===== src/pkg/ofp_pkg.sv =====
// Purpose: Constants for the output fault protection block.
// Assumes: 40 MHz clock; command codes arrive from a separate bus engine.
// Notes: Constants only; operation is described in the modules.
package ofp_pkg;

  // Command codes of the four registers.
  localparam logic [7:0] CMD_UV_LIMIT = 8'h44;
  localparam logic [7:0] CMD_UV_RESPONSE = 8'h45;
  localparam logic [7:0] CMD_OC_LIMIT = 8'h46;
  localparam logic [7:0] CMD_UC_LIMIT = 8'h4B;

  // Field positions inside the response byte.
  localparam int RESP_MODE_HI = 7;
  localparam int RESP_MODE_LO = 6;
  localparam int RESP_RETRY_HI = 5;
  localparam int RESP_RETRY_LO = 3;
  localparam int RESP_TIME_HI = 2;
  localparam int RESP_TIME_LO = 0;

  // Response mode and retry setting encodings.
  localparam logic [1:0] MODE_DISABLE_RETRY = 2'h2;
  localparam logic [1:0] MODE_DISABLE_LATCH = 2'h3;
  localparam logic [2:0] RETRY_NONE = 3'h0;
  localparam logic [2:0] RETRY_FOREVER = 3'h7;

  // Reset values of the registers.
  localparam logic [15:0] RST_UV_LIMIT = 16'h0000;
  localparam logic [7:0] RST_UV_RESPONSE = 8'h80;
  localparam logic [15:0] RST_OC_LIMIT = 16'hFFFF;
  localparam logic [15:0] RST_UC_LIMIT = 16'h0000;

  // Timing: clock rate and retry step.
  localparam int CLK_HZ = 40_000_000;
  localparam int MS_PER_S = 1000;
  localparam int RETRY_STEP_MS = 35;
  localparam int MS_CYCLES = CLK_HZ / MS_PER_S;
  localparam int RETRY_MS_W = 9;

  // Retry controller states, Gray coded along off, run, wait.
  typedef enum logic [1:0] {
    ST_OFF = 2'h0,
    ST_RUN = 2'h1,
    ST_WAIT = 2'h3,
    ST_LATCH = 2'h2
  } ofp_state_e;

endpackage


===== src/hdl/ofp_retry_timer.sv =====
// Purpose: Measures the delay between two restart attempts.
// Assumes: start is a one-cycle pulse; a restart reloads an active count.
// Notes: A 1 ms enable divides the clock; ms are then counted.
`timescale 1ns/1ps
module ofp_retry_timer #(
  parameter int TICK_CYCLES = ofp_pkg::MS_CYCLES
) (
  // Clock and reset.
  input wire logic clk,
  input wire logic sys_rst,
  // Control.
  input wire logic start,
  input wire logic abort,
  input wire logic [2:0] retry_time,
  // Result.
  output logic done
);

  localparam int PW = $clog2(TICK_CYCLES + 1);
  localparam int MW = ofp_pkg::RETRY_MS_W;

  logic [PW-1:0] pre_q; // Prescaler toward one millisecond.
  logic [MW-1:0] ms_q; // Milliseconds still to wait.
  logic busy_q; // Delay in progress.
  logic [MW-1:0] target; // Whole delay in milliseconds.

  // Delay is (value + 1) steps of 35 ms.
  assign target = MW'(({6'h00, retry_time} + 9'h001) *
                      MW'(ofp_pkg::RETRY_STEP_MS));

  // Prescaler and millisecond counter share one process.
  always_ff @(posedge clk) begin
    done <= 1'b0;
    if (sys_rst || abort) begin
      pre_q <= '0;
      ms_q <= '0;
      busy_q <= 1'b0;
    end else if (start) begin
      pre_q <= PW'(TICK_CYCLES - 1);
      ms_q <= target;
      busy_q <= 1'b1;
    end else if (busy_q) begin
      if (pre_q != '0) begin
        pre_q <= pre_q - 1'b1;
      end else begin
        // One millisecond has passed.
        pre_q <= PW'(TICK_CYCLES - 1);
        if (ms_q == MW'(1)) begin
          busy_q <= 1'b0;
          done <= 1'b1;
          ms_q <= '0;
        end else begin
          ms_q <= ms_q - 1'b1;
        end
      end
    end
  end

endmodule


===== src/hdl/ofp_top.sv =====
// Purpose: Output undervoltage, overcurrent and undercurrent protection.
// Assumes: Sensed codes share clk and the thresholds' number format.
// Notes: Register access is by command code from the bus engine.
`timescale 1ns/1ps
module ofp_top #(
  parameter int TICK_CYCLES = ofp_pkg::MS_CYCLES
) (
  // Clock and reset.
  input wire logic clk,
  input wire logic sys_rst,
  // Command port from the bus engine.
  input wire logic cmd_valid,
  input wire logic cmd_write,
  input wire logic cmd_is_word,
  input wire logic [7:0] cmd_code,
  input wire logic [15:0] cmd_wdata,
  output logic rsp_valid,
  output logic rsp_err,
  output logic [15:0] rsp_rdata,
  // Sensed values, same clock domain.
  input wire logic [15:0] vout_sense,
  input wire logic [15:0] phase_a_ipeak,
  input wire logic [15:0] phase_b_ipeak,
  // Control pins and system events.
  input wire logic output_enable_pin,
  input wire logic bias_ok_pin,
  input wire logic clear_faults,
  input wire logic other_fault,
  // Output stage control and status.
  output logic output_on,
  output logic power_good_out,
  output logic uv_fault_flag,
  output logic oc_fault_flag,
  output logic uc_fault_flag,
  // Open-drain alert line.
  input wire logic alert_line_n_i,
  output logic alert_line_n_o,
  output logic alert_line_n_oe,
  output logic alert_line_low_seen
);

  // Register contents.
  logic [15:0] uv_limit_q; // Undervoltage threshold.
  logic [7:0] uv_resp_q; // Undervoltage response byte.
  logic [15:0] oc_limit_q; // Per-phase overcurrent threshold.
  logic [15:0] uc_limit_q; // Per-phase undercurrent threshold.

  // Pin synchronisers; only stage two is read by logic.
  logic [2:0] sync1_q;
  logic [2:0] sync2_q;
  logic en_s;
  logic bias_s;

  // Fault detection and sequencing.
  ofp_pkg::ofp_state_e state_q;
  logic [2:0] tries_q; // Restarts already made.
  logic uv_now; // Output below threshold while on.
  logic oc_now; // Either phase above overcurrent threshold.
  logic uc_now; // Either phase below undercurrent threshold.
  logic [1:0] mode;
  logic [2:0] retry_set;
  logic [2:0] retry_time;
  logic timer_start;
  logic timer_abort;
  logic timer_done;
  logic size_ok; // Access size matches the command.
  logic known; // Command code belongs to this block.

  assign mode = uv_resp_q[ofp_pkg::RESP_MODE_HI:ofp_pkg::RESP_MODE_LO];
  assign retry_set =
    uv_resp_q[ofp_pkg::RESP_RETRY_HI:ofp_pkg::RESP_RETRY_LO];
  assign retry_time =
    uv_resp_q[ofp_pkg::RESP_TIME_HI:ofp_pkg::RESP_TIME_LO];
  assign en_s = sync2_q[0];
  assign bias_s = sync2_q[1];

  // Control pins come from outside, so two flops precede any use.
  always_ff @(posedge clk) begin
    if (sys_rst) begin
      sync1_q <= '0;
      sync2_q <= '0;
    end else begin
      sync1_q <= {~alert_line_n_i, bias_ok_pin, output_enable_pin};
      sync2_q <= sync1_q;
    end
  end

  // Level of the shared alert wire, whoever pulls it.
  always_ff @(posedge clk) begin
    if (sys_rst) begin
      alert_line_low_seen <= 1'b0;
    end else begin
      alert_line_low_seen <= sync2_q[2];
    end
  end

  // Undervoltage only counts while the output is driven; a stopped
  // output is low by design and must not re-trigger the response.
  assign uv_now = (state_q == ofp_pkg::ST_RUN) &&
                  (vout_sense < uv_limit_q);
  // Each phase is judged alone, so the total limit is twice the value.
  assign oc_now = (phase_a_ipeak > oc_limit_q) ||
                  (phase_b_ipeak > oc_limit_q);
  assign uc_now = (phase_a_ipeak < uc_limit_q) ||
                  (phase_b_ipeak < uc_limit_q);

  // Command decode and size check.
  always_comb begin
    known = 1'b1;
    size_ok = cmd_is_word;
    case (cmd_code)
      ofp_pkg::CMD_UV_LIMIT: size_ok = cmd_is_word;
      ofp_pkg::CMD_UV_RESPONSE: size_ok = !cmd_is_word;
      ofp_pkg::CMD_OC_LIMIT: size_ok = cmd_is_word;
      ofp_pkg::CMD_UC_LIMIT: size_ok = cmd_is_word;
      default: known = 1'b0;
    endcase
  end

  // Register writes; a wrongly sized access changes nothing.
  always_ff @(posedge clk) begin
    if (sys_rst) begin
      uv_limit_q <= ofp_pkg::RST_UV_LIMIT;
      uv_resp_q <= ofp_pkg::RST_UV_RESPONSE;
      oc_limit_q <= ofp_pkg::RST_OC_LIMIT;
      uc_limit_q <= ofp_pkg::RST_UC_LIMIT;
    end else if (cmd_valid && cmd_write && known && size_ok) begin
      case (cmd_code)
        ofp_pkg::CMD_UV_LIMIT: uv_limit_q <= cmd_wdata;
        ofp_pkg::CMD_UV_RESPONSE: uv_resp_q <= cmd_wdata[7:0];
        ofp_pkg::CMD_OC_LIMIT: oc_limit_q <= cmd_wdata;
        ofp_pkg::CMD_UC_LIMIT: uc_limit_q <= cmd_wdata;
        default: uv_limit_q <= uv_limit_q;
      endcase
    end
  end

  // Answer one cycle after each request; byte reads fill low bits.
  always_ff @(posedge clk) begin
    if (sys_rst) begin
      rsp_valid <= 1'b0;
      rsp_err <= 1'b0;
      rsp_rdata <= '0;
    end else begin
      rsp_valid <= cmd_valid;
      rsp_err <= cmd_valid && !(known && size_ok);
      rsp_rdata <= '0;
      if (cmd_valid && !cmd_write && known && size_ok) begin
        case (cmd_code)
          ofp_pkg::CMD_UV_LIMIT: rsp_rdata <= uv_limit_q;
          ofp_pkg::CMD_UV_RESPONSE: rsp_rdata <= {8'h00, uv_resp_q};
          ofp_pkg::CMD_OC_LIMIT: rsp_rdata <= oc_limit_q;
          ofp_pkg::CMD_UC_LIMIT: rsp_rdata <= uc_limit_q;
          default: rsp_rdata <= '0;
        endcase
      end
    end
  end

  // Sticky fault flags; a new fault wins over a clear in the same cycle.
  always_ff @(posedge clk) begin
    if (sys_rst) begin
      uv_fault_flag <= 1'b0;
      oc_fault_flag <= 1'b0;
      uc_fault_flag <= 1'b0;
    end else begin
      uv_fault_flag <= uv_now || (uv_fault_flag && !clear_faults);
      oc_fault_flag <= oc_now || (oc_fault_flag && !clear_faults);
      uc_fault_flag <= uc_now || (uc_fault_flag && !clear_faults);
    end
  end

  // Alert pulls low while any fault stays recorded, in every mode.
  always_ff @(posedge clk) begin
    if (sys_rst) begin
      alert_line_n_o <= 1'b0;
      alert_line_n_oe <= 1'b0;
    end else begin
      alert_line_n_o <= 1'b0;
      alert_line_n_oe <= uv_now || oc_now || uc_now ||
        ((uv_fault_flag || oc_fault_flag || uc_fault_flag) &&
         !clear_faults);
    end
  end

  // Sequencer for shutdown and restart after an undervoltage fault.
  always_ff @(posedge clk) begin
    if (sys_rst) begin
      state_q <= ofp_pkg::ST_OFF;
      tries_q <= '0;
    end else begin
      case (state_q)
        ofp_pkg::ST_OFF: begin
          tries_q <= '0;
          if (en_s && bias_s) begin
            state_q <= ofp_pkg::ST_RUN;
          end
        end
        ofp_pkg::ST_RUN: begin
          if (!en_s || !bias_s) begin
            state_q <= ofp_pkg::ST_OFF;
          end else if (other_fault) begin
            state_q <= ofp_pkg::ST_LATCH;
          end else if (uv_now && mode == ofp_pkg::MODE_DISABLE_RETRY) begin
            // Output stops at once; retry budget decides what follows.
            if (retry_set == ofp_pkg::RETRY_NONE) begin
              state_q <= ofp_pkg::ST_LATCH;
            end else if (retry_set == ofp_pkg::RETRY_FOREVER) begin
              state_q <= ofp_pkg::ST_WAIT;
            end else if (tries_q < retry_set) begin
              state_q <= ofp_pkg::ST_WAIT;
              tries_q <= tries_q + 1'b1;
            end else begin
              state_q <= ofp_pkg::ST_LATCH;
            end
          end else if (uv_now && mode == ofp_pkg::MODE_DISABLE_LATCH) begin
            state_q <= ofp_pkg::ST_LATCH;
          end
        end
        ofp_pkg::ST_WAIT: begin
          if (!en_s || !bias_s) begin
            state_q <= ofp_pkg::ST_OFF;
          end else if (other_fault) begin
            state_q <= ofp_pkg::ST_LATCH;
          end else if (timer_done) begin
            state_q <= ofp_pkg::ST_RUN;
          end
        end
        ofp_pkg::ST_LATCH: begin
          // Stays off until the fault is cleared or output disabled.
          if (clear_faults || !en_s) begin
            state_q <= ofp_pkg::ST_OFF;
            tries_q <= '0;
          end
        end
        default: state_q <= ofp_pkg::ST_OFF;
      endcase
    end
  end

  // Delay starts on the cycle the sequencer enters the wait.
  assign timer_start = (state_q == ofp_pkg::ST_RUN) && en_s && bias_s &&
    !other_fault && uv_now && (mode == ofp_pkg::MODE_DISABLE_RETRY) &&
    (retry_set != ofp_pkg::RETRY_NONE) &&
    ((retry_set == ofp_pkg::RETRY_FOREVER) || (tries_q < retry_set));
  assign timer_abort = (state_q != ofp_pkg::ST_WAIT) && !timer_start;

  ofp_retry_timer #(
    .TICK_CYCLES(TICK_CYCLES)
  ) u_timer (
    .clk(clk),
    .sys_rst(sys_rst),
    .start(timer_start),
    .abort(timer_abort),
    .retry_time(retry_time),
    .done(timer_done)
  );

  // Output stage follows the sequencer; it drops in the fault cycle.
  always_ff @(posedge clk) begin
    if (sys_rst) begin
      output_on <= 1'b0;
    end else begin
      output_on <= (state_q == ofp_pkg::ST_OFF) ? (en_s && bias_s) :
        (state_q == ofp_pkg::ST_WAIT) ? (timer_done && en_s && bias_s &&
                                         !other_fault) :
        (state_q == ofp_pkg::ST_RUN) ? (en_s && bias_s && !other_fault &&
          !(uv_now && mode[1])) : 1'b0;
    end
  end

  // Power good follows the same threshold as the undervoltage fault.
  always_ff @(posedge clk) begin
    if (sys_rst) begin
      power_good_out <= 1'b0;
    end else begin
      power_good_out <= (state_q == ofp_pkg::ST_RUN) &&
                        (vout_sense >= uv_limit_q);
    end
  end

endmodule


===== config.mk =====
export PLATFORM = sky130hd
export DESIGN_NAME = ofp_top
export DESIGN_NICKNAME = d
export VERILOG_FILES = /design/src/pkg/ofp_pkg.sv /design/src/hdl/ofp_retry_timer.sv /design/src/hdl/ofp_top.sv
export SDC_FILE = /design/constraint.sdc
export NUM_CORES = 1
export LEC_CHECK = 0
export ABC_CLOCK_PERIOD_IN_PS = 3530
export BUFFER_PORTS_ARGS = -buffer_cell sky130_fd_sc_hd__buf_4
export CELL_PAD_IN_SITES_DETAIL_PLACEMENT = 1
export CELL_PAD_IN_SITES_GLOBAL_PLACEMENT = 1
export CORE_MARGIN = 2
export CORE_UTILIZATION = 44
export CTS_CLUSTER_DIAMETER = 30
export DETAILED_ROUTE_END_ITERATION = 10
export GPL_TIMING_DRIVEN = 1
export PLACE_DENSITY_LB_ADDON = 0.1
export RECOVER_POWER = 25
export SKIP_LAST_GASP = 1
export SYNTH_ARGS = -nofsm -noshare
export SYNTH_HDL_FRONTEND = slang
export SYNTH_SLANG_ARGS = --single-unit

===== constraint.sdc =====
create_clock -name clk -period 3.53 [get_ports clk]
set_input_delay 0.1765 -clock clk [delete_from_list [all_inputs] [get_ports clk]]
set_output_delay 0.1765 -clock clk [all_outputs]
set_load 0.005 [all_outputs]

* Yosys cells after proc, flatten, opt, wreduce, memory -nomap -nowiden
Index checks and enable logic that the tools add are counted.
Storage, ports and cells: output and inout port bits 26, input port bits 82, word-level logic and storage cells 171, register bits 119
Cells by class: multipliers 1, bitwise operators 3, $add $sub $neg 4, reductions and logical operators 71, order comparisons 7, equal/unequal tests 23, mux-type cells 39
Operators by type and width (count):
- 16-bit one-hot mux with 4 select lines | 1
- 16-bit less-than comparator | 3
- 16-bit two-way mux | 3
- 9-bit two-way mux | 4
- 8-bit by 7-bit == test with 1-bit output, second input constant | 4
- 16-bit greater-than comparator | 2
- 1-bit logical AND | 31
- 3-bit two-way mux | 7
- 2-bit two-way mux | 9
- 16-bit greater-or-equal comparator | 1
- 2-bit inequality test, second input constant | 8
- 16-bit nonzero test | 1
- 16-bit by 1-bit subtractor with 16-bit output, second input constant | 1
- 1-bit logical OR | 14
- 1-bit two-way mux | 13
- 2-bit AND reduction | 5
- 9-bit by 1-bit == test with 1-bit output, second input constant | 1
- 1-bit zero test | 9
- 9-bit by 6-bit multiplier with 9-bit output, second input constant | 1
- 3-bit one-hot mux with 3 select lines | 1
- 9-bit by 1-bit subtractor with 9-bit output, second input constant | 1
- 2-bit == test, second input constant | 4
- 2-bit one-hot mux with 4 select lines | 1
- 8-bit AND reduction | 1
- other kinds (16) | 22

* Logic depth before layout (Yosys ltp)
Gate-level depths: netlist of run 1.
word-level depth 12, mapped depth 12, gate-level depth less buffers 12

* Hierarchy
A second synthesis of run 1 with hierarchy kept.
Second synthesis, totals: cells, all modules 844, area total of the unflattened synthesis 7243.2 µm²
Modules (own cells, without submodules):
- ofp_top | sequential area each 1841.8 µm², cells an instance 640, area an instance 5559.1 µm², times used 1
- ofp_retry_timer | sequential area each 540.5 µm², cells an instance 204, area an instance 1684.1 µm², times used 1

* Worst setup path before layout of run 1
OpenSTA, ideal clock, no wires.
kind reg2reg, start register uv_resp_q[0], end register u_timer.ms_q[8], path slack 1.002 ns, arrival time 2.436 ns, cell stages (with the launch flop) 13, period minus slack after synthesis 2.528 ns, path buffers 0, library setup time 0.092 ns, required time 3.438 ns, cell sequence dfxtp_1 > ha_1 > xnor2_1 > inv_1 > ha_1 > ha_1 > ha_1 > a21oi_1 > nor2b_1 > o21ai_0 > xor2_1 > or2_2 > o32ai_1
On the way: cells in the longest elaborated chain, start to end 3
Ends and longest elaborated chain:
- start: declaration | line ofp_top.sv:44 | logic [7:0] uv_resp_q;
- start signal: assignment | line ofp_top.sv:124 | uv_resp_q <= ofp_pkg::RST_UV_RESPONSE;
- start signal: assignment | line ofp_top.sv:130 | ofp_pkg::CMD_UV_RESPONSE: uv_resp_q <= cmd_wdata[7:0];
- 3-bit by 1-bit adder with 4-bit output | line ofp_retry_timer.sv:28 | assign target = MW'(({6'h00, retry_time} + 9'h001) *
- 9-bit by 6-bit multiplier with 9-bit output | line ofp_retry_timer.sv:28
- 9-bit two-way mux | line ofp_retry_timer.sv:38 | end else if (start) begin
- end signal: assignment | line ofp_retry_timer.sv:40 | ms_q <= target;
- end signal: assignment | line ofp_retry_timer.sv:53 | ms_q <= ms_q - 1'b1;
- end: declaration | line ofp_retry_timer.sv:23 | logic [MW-1:0] ms_q;
No other way between the ends. A chain may end at the register's enable or synchronous reset.

* Final worst setup path of run 1
start register uv_resp_q[0], end register u_timer.ms_q[7]
Same word-level chain as after synthesis.

==> results.json, run 1 <==
{
  "cts_setup_buffers": 0,
  "cts_buffers": 17,
  "period_share": 0.814,
  "status": "complete, but fails checks",
  "cp-start-kind": "register",
  "drc_errors": 0,
  "synth_area_sq_um": 7200,
  "rsz0062_at_grt": "false",
  "skew_ns": 0.00685,
  "muxShareOfSynthArea": 0.0571,
  "synth_most_common_cell": "dfxtp_1",
  "slew_violations": 36,
  "hold_path_class": "input port to register",
  "syn_inst": 831,
  "n_antenna_cell": 0,
  "root_buffer": "clkbuf_16",
  "synth_top_area_frac": 0.331,
  "critPathKind": "register to register",
  "sw_frac_of_total": 0.237,
  "crit_chain": "ha_1, xnor2_1, inv_1, ha_1, ha_1, ha_1, a31oi_1, nor2b_1, o21ai_0, xnor2_1, nand2b_1, o32ai_1",
  "synth-edff-count": 0,
  "core_sq_um": 15900,
  "vias": 6590,
  "io_buffer_count": 106,
  "num_rows": 46,
  "combPwrFrac": 0.080,
  "period_needed_ns": 2.87,
  "leakage_nw": 3.68,
  "grt_max_degree": 69,
  "wirelength_um": 22500,
  "cp_top_family": "adder cells",
  "power_density_nw_per_um2": 367,
  "synth_area_per_cell_sq_um": 8.67,
  "ioPinCount": 108,
  "die_height_um": 132,
  "cp.arrival_ns": 3.19,
  "crit_fanout": 7,
  "synthToLayoutAreaGrowth_pct": 22.8,
  "cap_violations": 1,
  "ir_worst_vdd_mv": 0.357,
  "synth_sequential_area_ratio": 0.331,
  "dp_hpwl_um": 17300,
  "post-synth-top-area-cell": "dfxtp_1",
  "crit_top_cell": "ha_1",
  "required_ns": 3.85,
  "crit_slowest_cell": "dfxtp_1",
  "wire_per_inst_um": 19.1,
  "die_area_sq_um": 17400,
  "synthAdderAreaFrac": 0.163,
  "synthArstFlopShare": 0,
  "drive_gt1_frac": 0.162,
  "multi_input_area_sq_um": 4400,
  "grt_pass1_vias": 6971,
  "dr.first_iter.drc_count": 388,
  "fill_cells": 1887,
  "slew_headroom": -0.0508,
  "overflow": 0,
  "end_kind": "register",
  "layout.cells.non_filler": 1175,
  "slowest_delay_ns": 0.46,
  "fp.dieW_um": 132,
  "synth_warnings": 0,
  "synth_ff_type": "dfxtp_1",
  "clkTransAtPathRegs_ns": 0.06,
  "grt_pass1_wl_um": 36300,
  "ys_seq_elements": 119,
  "violations": "max-capacitance violations, max-slew violations",
  "seqCellArea_sq_um": 2380,
  "firstDrtPassIters": 5,
  "synth_compound_area_frac": 0.178,
  "tns_ns": 0,
  "max_freq_ghz": 0.348,
  "ant_nets": 0,
  "clock_power_share": 0.503,
  "synth_cell_types": 69,
  "worst_slew_pin_slew_ns": 1.58,
  "initial_core_util": 0.452,
  "routabilityCongestion": 0.860,
  "synth-simple-area-share": 0.189,
  "nNetsFinal": 1122,
  "yosys-top-cells-count": "dfxtp_1 (119), nor2_1 (96), ha_1 (94)",
  "synth_top_family_by_area": "simple AND/OR/NAND/NOR gates",
  "tritoncts": "done",
  "cts_max_level": 4,
  "syn_nets": 1007,
  "clock_sinks": 119,
  "worstSkewPairLatency_ns": 0.42,
  "internal-power_mw": 2.48,
  "dp_cells": 1130,
  "setup_viol_count_final": 0,
  "power_switching_mw": 0.772,
  "antenna_found_initial": 0,
  "final_hold_viol_count": 0,
  "power_frac_seq": 0.417,
  "cts_max_path_buffers": 2,
  "synth_xor_area_frac": 0.0219,
  "path_buf_inv": 1,
  "routed_via_density": 5.61,
  "grt_usage": 0.261,
  "synth_area_leaders": "dfxtp_1 (33%), ha_1 (16%), mux2i_1 (5.6%), nor2_1 (5.0%), a21oi_1 (4.0%)"
}
per-stage QoR:
step	total power [mW]	setup WS [ns]	hold slack (ns)	instance area [sq um]	util
floorplan	1.49	1.00	0.243	7200	-
global placement	1.62	0.871	0.331	8170	0.513
detailed placement	1.63	0.741	0.335	8170	0.513
CTS	3.28	0.680	0.00321	8860	0.556
global route	3.37	0.415	0.0193	8850	0.555
finish	3.25	0.658	0.0111	8850	0.555
metal layers:
layer	part of all wire	GRT usage	wire [um]	vias to the layer above
met2	0.48	0.450	10800	154
li1	-	-	-	3230
met4	0.015	0.0749	327	0
met1	0.46	0.333	10500	3181
met3	0.039	0.0484	873	25
met5	0	0	0	-
cells in the final DEF (no fill, tap or decap), types with 17 or more instances in the layout:
cell type,synthesis,layout
dfxtp_1,119,119
nor2_1,96,95
ha_1,94,94
buf_4,2,89
inv_1,69,69
a21oi_1,58,58
nand2_1,54,54
mux2i_1,40,40
o21ai_0,32,32
clkbuf_4,0,22
a211o_1,19,19
nand4_1,18,18
clkbuf_16,0,17
power groups by stage:
stage / Combinational [mW] / Clock (mW) / Sequential, mW
finish: 0.260 / 1.63 / 1.35
global route: 0.284 / 1.73 / 1.35
CTS: 0.261 / 1.66 / 1.35
detailed placement: 0.247 / 0 / 1.38
global placement: 0.236 / 0 / 1.38
floorplan: 0.107 / 0 / 1.38
path summary, 6_finish.rpt:
| path | slack [ns] | startpoint | cells past startpoint | endpoint |
|---|---|---|---|---|
| setup / recovery | 0.66 | uv_resp_q[0] | 12 | u_timer.ms_q[7] |
| hold / removal | 0.01 | cmd_valid | 3 | rsp_valid |
| setup reg to reg | 0.66 | uv_resp_q[0] | 12 | u_timer.ms_q[7] |
| hold reg to reg | 0.44 | sync1_q[1] | 1 | sync2_q[1] |
flip-flops by register name, indices dropped and copies added, names as in the netlist, 8 cells and up:
name           flops
uc_limit_q        16
u_timer.pre_q     16
oc_limit_q        16
rsp_rdata         16
uv_limit_q        16
u_timer.ms_q       9
uv_resp_q          8
logic make-up after synthesis:
kind of cell | after synthesis
multiplexers | 41
adder cells (fa/ha/maj) | 94
buffers and inverters | 101
AND/OR/NAND/NOR | 269
AO/OA/AOI/OAI | 188
flip-flops | 119
other | 1
XOR/XNOR | 18
worst reg2reg max path, cell delays in order (launching register included):
cell	delay, ns
dfxtp_1	0.46
ha_1	0.21
xnor2_1	0.15
inv_1	0.13
ha_1	0.31
ha_1	0.20
ha_1	0.32
a31oi_1	0.29
nor2b_1	0.07
o21ai_0	0.24
xnor2_1	0.18
nand2b_1	0.08
o32ai_1	0.12
timing repair:
item / CTS / global route
gates resized for setup: 0 / 0
hold endpoints to repair: 13 / 0
hold buffers: 13 / 0
area by class of cell:
class / instances / share of cell area
Inverter: 69 / 0.0293
Tap cell: 216 / 0.0305
Clock inverter: 11 / 0.0115
Sequential cell: 119 / 0.269
Clock buffer: 21 / 0.0520
Multi-Input combinational cell: 611 / 0.497
Timing Repair Buffer: 128 / 0.111
No activity file was read; power rests on OpenSTA's default activity.
==> inputs of run 2 (changes only) <==
--- a/config.mk
+++ b/config.mk
@@ -5,12 +5,13 @@
 export SDC_FILE = /design/constraint.sdc
 export NUM_CORES = 1
 export LEC_CHECK = 0
-export ABC_CLOCK_PERIOD_IN_PS = 3530
+export ABC_AREA = 1
+export ABC_CLOCK_PERIOD_IN_PS = 2900
 export BUFFER_PORTS_ARGS = -buffer_cell sky130_fd_sc_hd__buf_4
 export CELL_PAD_IN_SITES_DETAIL_PLACEMENT = 1
 export CELL_PAD_IN_SITES_GLOBAL_PLACEMENT = 1
 export CORE_MARGIN = 2
-export CORE_UTILIZATION = 44
+export CORE_UTILIZATION = 42
 export CTS_CLUSTER_DIAMETER = 30
 export DETAILED_ROUTE_END_ITERATION = 10
 export GPL_TIMING_DRIVEN = 1
==> constraint.sdc (replaced) <==
create_clock -name clk -period 2.9 [get_ports clk]
set_input_delay 0.145 -clock clk [delete_from_list [all_inputs] [get_ports clk]]
set_output_delay 0.145 -clock clk [all_outputs]
set_load 0.005 [all_outputs]
==> run 2 against run 1 <==
Net effect:
- the flow now finishes without violations
- clock power increased by 34%
- first-iteration DRC count increased by 6.2%
- global-route usage increased by 0.53 points
- total power increased by 27%
- design area increased by 4.5%
- sequential power increased by 22%
- register-to-register slack got worse by 0.37 ns
- area after synthesis increased by 4.3%
- sequential share of layout area decreased by 1.2 points
- critical path depth increased by 3
- highest routed layer unchanged
==> results.json, run 2 <==
{
  "internal-power_mw": 3.18,
  "crit_fanout": 3,
  "synthArstFlopShare": 0,
  "crit_chain": "ha_1, xnor2_1, inv_1, ha_1, ha_1, ha_1, nand3_1, nand2_1, a21oi_1, nor2_1, xor2_1, nand2_1, nand2_1, nor2_1, nor2_1",
  "clock_power_share": 0.527,
  "firstDrtPassIters": 5,
  "crit_end": "u_timer.ms_q[7]",
  "slew_headroom": 0.548,
  "r2r_start": "uv_resp_q[0]",
  "synth_warnings": 0,
  "tns_ns": 0,
  "cp.arrival_ns": 2.93,
  "sw_frac_of_total": 0.231,
  "post-synth-top-area-cell": "dfxtp_1",
  "synth_most_common_cell": "nand2_1",
  "crit_slowest_cell": "dfxtp_1",
  "synth_cell_types": 39,
  "cp-start-kind": "register",
  "required_ns": 3.22,
  "ant_nets": 0,
  "top_layer_used": "met4",
  "r2r_slack_ns": 0.29,
  "muxShareOfSynthArea": 0,
  "num_rows": 48,
  "ir_worst_vdd_mv": 0.418,
  "power_frac_seq": 0.398,
  "critPathKind": "register to register",
  "synthToLayoutAreaGrowth_pct": 23.0,
  "wl_met2_um": 10800,
  "grt_max_degree": 33,
  "slowest_delay_ns": 0.32,
  "clkTransAtPathRegs_ns": 0.06,
  "overflow": 0,
  "dr.first_iter.drc_count": 412,
  "hold_path_class": "input port to register",
  "layout_commonest_cell": "nand2_1",
  "die_height_um": 138,
  "end_kind": "register",
  "period_share": 0.900,
  "synth-simple-area-share": 0.266,
  "die_area_sq_um": 19000,
  "cts_buffers": 17,
  "worst_slew_pin_slew_ns": 0.672,
  "worst-r2r-cell-count": 15,
  "slew_violations": 0,
  "final_cell_mix": "nand2_1 (191), inv_1 (150), dfxtp_1 (119)",
  "wire_per_inst_um": 16.8,
  "routabilityCongestion": 0.883,
  "timing.rr.end": "u_timer.ms_q[7]",
  "synth_area_sq_um": 7510,
  "synth_sequential_area_ratio": 0.317,
  "setup_viol_count_final": 0,
  "ys_seq_elements": 119,
  "antenna_found_initial": 0,
  "fp.dieW_um": 138,
  "synth_top_family_by_area": "simple AND/OR/NAND/NOR gates",
  "synth_compound_area_frac": 0.136,
  "met1Wirelength_um": 11700,
  "synth_xor_area_frac": 0.0245,
  "dp_hpwl_um": 18200,
  "final_hold_viol_count": 0,
  "worstSkewPairLatency_ns": 0.42,
  "rsz0062_at_grt": "false",
  "path_depth": 15,
  "n_antenna_cell": 0,
  "syn_inst": 1061,
  "power_density_nw_per_um2": 448,
  "synthAdderAreaFrac": 0.157,
  "power_switching_mw": 0.957,
  "fill_cells": 2235,
  "yosys-top-cells-count": "nand2_1 (190), inv_1 (150), dfxtp_1 (119)",
  "initial_core_util": 0.431,
  "crit_top_cell": "ha_1",
  "seqCellArea_sq_um": 2380,
  "skew_ns": 0.00717,
  "syn_nets": 1237,
  "vias": 7550,
  "core_sq_um": 17400,
  "root_buffer": "clkbuf_16",
  "setup.worst_path.start": "uv_resp_q[0]",
  "wirelength_um": 23900,
  "tritoncts": "done",
  "path_buf_inv": 1,
  "drc_errors": 0,
  "synth_ff_type": "dfxtp_1",
  "nNetsFinal": 1360,
  "leakage_nw": 4.42,
  "max_freq_ghz": 0.383,
  "period_needed_ns": 2.61,
  "cp_top_family": "adder cells",
  "synth_area_per_cell_sq_um": 7.08,
  "cts_max_path_buffers": 2,
  "grt_pass1_vias": 7815,
  "grt_pass1_wl_um": 39000,
  "status": "finished clean",
  "clock_sinks": 119,
  "synth_top_area_frac": 0.317,
  "grt_usage": 0.266,
  "multi_input_area_sq_um": 4370,
  "met3_length_um": 906,
  "cts_max_level": 4,
  "synth_area_leaders": "dfxtp_1 (32%), ha_1 (16%), nand2_1 (9.5%), inv_1 (7.5%), nand3_1 (7.1%)",
  "combPwrFrac": 0.074,
  "drive_gt1_frac": 0.139,
  "cts_resized": 0,
  "ioPinCount": 108,
  "synth-edff-count": 0,
  "routed_via_density": 5.31,
  "total_power_mw": 4.14,
  "cap_violations": 0,
  "io_buffer_count": 106
}
[run 2: changes by cell type after synthesis, sizes merged, moves of 10 or more]
cell / delta
a21oi: +46
a22oi: -10
inv: +84
nor2b: -13
nand2b: -12
nand3: +95
nand2: +142
o22ai: +16
a211o: -20
mux2i: -40
[run 2: repair_timing]
action / 4_1_cts / 5_1_grt
buffers inserted: 0 / 0
hold endpoints to repair: 12 / 0
hold buffers: 11 / 0
[run 2: routing by layer]
layer,global-route usage,up-vias
met1,0.359,3578
met4,0.0839,0
met2,0.432,165
li1,-,3769
met3,0.0489,38
met5,0,-
[run 2: worst min path at each step]
| stage | start | endpoint | cells after the start |
|---|---|---|---|
| 6_report | cmd_wdata[4] | oc_limit_q[4] | 3 |
| 5_1_grt | cmd_wdata[10] | oc_limit_q[10] | 3 |
| 4_1_cts | cmd_wdata[4] | oc_limit_q[4] | 3 |
| 3_5_place_dp | alert_line_n_i | sync1_q[2] | 2 |
| 3_3_place_gp | alert_line_n_i | sync1_q[2] | 2 |
| 2_1_floorplan | alert_line_n_i | sync1_q[2] | 1 |
[run 2: logic make-up (layout without fill, tap and decap cells)]
family / count (synthesis) / count (layout)
adder cells (fa/ha/maj): 94 / 94
other: 1 / 1
buffers and inverters: 187 / 322
AND/OR/NAND/NOR: 454 / 454
XOR/XNOR: 21 / 21
flip-flops: 119 / 119
AO/OA/AOI/OAI: 185 / 185
[run 2: stage by stage]
stage          instances  setup slack, ns  utilization  instance area, sq um  hold slack (ns)
6_report            1421            0.291        0.531                  9250           0.0117
5_1_grt             1421           0.0602        0.531                  9250           0.0132
4_1_cts             1421            0.282        0.532                  9270          0.00410
3_5_place_dp        1379            0.299        0.492                  8560            0.299
3_3_place_gp        1379            0.436        0.492                  8560            0.298
2_1_floorplan       1061            0.537            -                  7510            0.212
[run 2: power by group through the flow]
stage / clock network [mW] / registers [mW] / logic, mW
after floorplan: 0 / 1.68 / 0.130
after global placement: 0 / 1.68 / 0.287
after detailed placement: 0 / 1.68 / 0.297
after CTS: 2.21 / 1.65 / 0.310
after global routing: 2.29 / 1.65 / 0.349
final: 2.18 / 1.65 / 0.308
[run 2: cell type report]
cell class	instances	area share
clock inverters	12	0.0162
clock buffers	19	0.0490
multi-input cells	755	0.473
inverters	157	0.0637
well taps	225	0.0305
repair buffers	134	0.110
flip-flops and latches	119	0.258
[run 2: worst reg2reg max path: cells and delay by family (launching register included)]
family          cells  cell delay, ns
compound gates      1            0.14
flops               1            0.32
buf+inv             1            0.13
xor+xnor            2            0.34
simple gates        7            0.51
fa+ha+maj           4            1.05
==> inputs of run 3 (changes only) <==
--- a/config.mk
+++ b/config.mk
@@ -15,7 +15,7 @@
 export CTS_CLUSTER_DIAMETER = 30
 export DETAILED_ROUTE_END_ITERATION = 10
 export GPL_TIMING_DRIVEN = 1
-export PLACE_DENSITY_LB_ADDON = 0.1
+export PLACE_DENSITY_LB_ADDON = 0.15
 export RECOVER_POWER = 25
 export SKIP_LAST_GASP = 1
 export SYNTH_ARGS = -nofsm -noshare
==> run 3 against run 2 <==
Net effect:
- setup slack better by 0.010 ns
- count of clock-buffer cells in the layout up 6
- global-route usage down 0.17 points
- via count down 0.11%
- design area down 1.2%
- register-to-register slack about the same
- flip-flop and latch count unchanged
- clock skew up 0.0026 ns
- routed wire length down 0.48%
- critical path type unchanged
- highest routed layer unchanged
==> results.json, run 3 (synthesis results as in run 2) <==
{
  "crit_fanout": 7,
  "slew_violations": 0,
  "grt_max_degree": 33,
  "cp_top_family": "adder cells",
  "slowest_delay_ns": 0.40,
  "crit_top_cell": "ha_1",
  "firstDrtPassIters": 5,
  "drc_errors": 0,
  "dp_hpwl_um": 18300,
  "num_rows": 48,
  "ant_nets": 0,
  "grt_pass1_wl_um": 39300,
  "cp.arrival_ns": 2.90,
  "die_area_sq_um": 19000,
  "clock_power_share": 0.504,
  "tritoncts": "done",
  "nNetsFinal": 1354,
  "cts_buffers": 17,
  "path_buf_inv": 2,
  "grt_pass1_vias": 7781,
  "io_buffer_count": 106,
  "fp.dieW_um": 138,
  "status": "finished clean",
  "grt_usage": 0.265,
  "power_frac_seq": 0.419,
  "period_share": 0.896,
  "antenna_found_initial": 0,
  "critPathKind": "register to register",
  "combPwrFrac": 0.078,
  "clkTransAtPathRegs_ns": 0.06,
  "worst_slew_pin_slew_ns": 0.818,
  "hold_path_class": "input port to register",
  "crit_slowest_cell": "ha_1",
  "wirelength_um": 23800,
  "dr.first_iter.drc_count": 376,
  "ioPinCount": 108,
  "cap_violations": 0,
  "tns_ns": 0,
  "rsz0062_at_grt": "false",
  "whs_ns": 0.00160,
  "overflow": 0,
  "die_height_um": 138,
  "required_ns": 3.21,
  "skew_ns": 0.00977,
  "layout_commonest_cell": "nand2_1",
  "routabilityCongestion": 0.828,
  "sw_frac_of_total": 0.228,
  "design_area_sq_um": 9130,
  "cts_setup_buffers": 0,
  "final_hold_viol_count": 0,
  "root_buffer": "clkbuf_16",
  "cp-start-kind": "register",
  "vias": 7542,
  "clock_sinks": 119,
  "fill_cells": 2273,
  "ir_worst_vdd_mv": 0.421,
  "max_freq_ghz": 0.385,
  "cts_max_level": 4,
  "initial_core_util": 0.431,
  "final_util": 0.524,
  "drive_gt1_frac": 0.135,
  "core_sq_um": 17400,
  "leakage_nw": 4.38,
  "power_density_nw_per_um2": 432,
  "crit_chain": "inv_1, ha_1, inv_1, ha_1, ha_1, ha_1, nand3_1, nand2_1, a21oi_1, nor2_1, xor2_1, nand2_1, nand2_1, nor2_1, nor2_1",
  "synthToLayoutAreaGrowth_pct": 21.6,
  "n_antenna_cell": 0,
  "cts_max_path_buffers": 2,
  "setup_viol_count_final": 0,
  "worstSkewPairLatency_ns": 0.41,
  "final_cell_mix": "nand2_1 (190), inv_1 (150), dfxtp_1 (119)",
  "wire_per_inst_um": 16.9,
  "placed_area_sq_um": 8550,
  "routed_via_density": 5.34,
  "power_switching_mw": 0.900,
  "end_kind": "register",
  "slew_headroom": 0.454,
  "period_needed_ns": 2.60,
  "internal-power_mw": 3.04
}
run 3: through the flow:
step | worst slack [ns] | cells | total power, mW
final | 0.301 | 1413 | 3.94
after global routing | 0.0369 | 1413 | 4.07
after CTS | 0.310 | 1413 | 3.97
after detailed placement | 0.320 | 1377 | 1.98
after global placement | 0.428 | 1377 | 1.97
after floorplan | 0.537 | 1061 | 1.81
run 3: tightest hold or removal path, stage by stage:
cell and delay (ns):
buf_4 0.09, nand3_1 0.07, nand3_1 0.08
run 3: final timing paths:
path	startpoint	endpoint	slack, ns	cells after the start
hold reg to reg	sync1_q[1]	sync2_q[1]	0.40	2
hold / removal	cmd_wdata[11]	oc_limit_q[11]	0.002	3
setup reg to reg	uv_resp_q[0]	u_timer.ms_q[7]	0.30	15
setup / recovery	uv_resp_q[0]	u_timer.ms_q[7]	0.30	15
run 3: final cells by class:
type / instances / area [sq um] / share of cell area
clock inverters: 4 / 45.0 / 0.00493
multi-input cells: 755 / 4370 / 0.479
well taps: 225 / 282 / 0.0308
repair buffers: 128 / 967 / 0.106
clock buffers: 25 / 495 / 0.0542
inverters: 157 / 589 / 0.0645
flip-flops and latches: 119 / 2380 / 0.261
run 3: power by group through the flow:
stage          sequential (mW)  clock [mW]  combinational [mW]
5_1_grt                   1.65        2.07               0.347
3_3_place_gp              1.68           0               0.286
3_5_place_dp              1.68           0               0.299
6_report                  1.65        1.99               0.306
2_1_floorplan             1.68           0               0.130
4_1_cts                   1.65        2.01               0.309
run 3: per-layer routing:
| layer | vias to the layer above | routed length, um | share of wire | global-route usage |
|---|---|---|---|---|
| li1 | 3762 | - | - | - |
| met1 | 3581 | 11500 | 0.48 | 0.359 |
| met2 | 174 | 10900 | 0.46 | 0.440 |
| met3 | 25 | 1110 | 0.046 | 0.0445 |
| met4 | 0 | 297 | 0.012 | 0.0595 |
| met5 | - | 0 | 0 | 0 |
run 3: timing repair:
item	CTS	global route
hold endpoints to repair	7	0
hold buffers	7	0
gates resized for setup	0	0
setup endpoints to repair	0	0
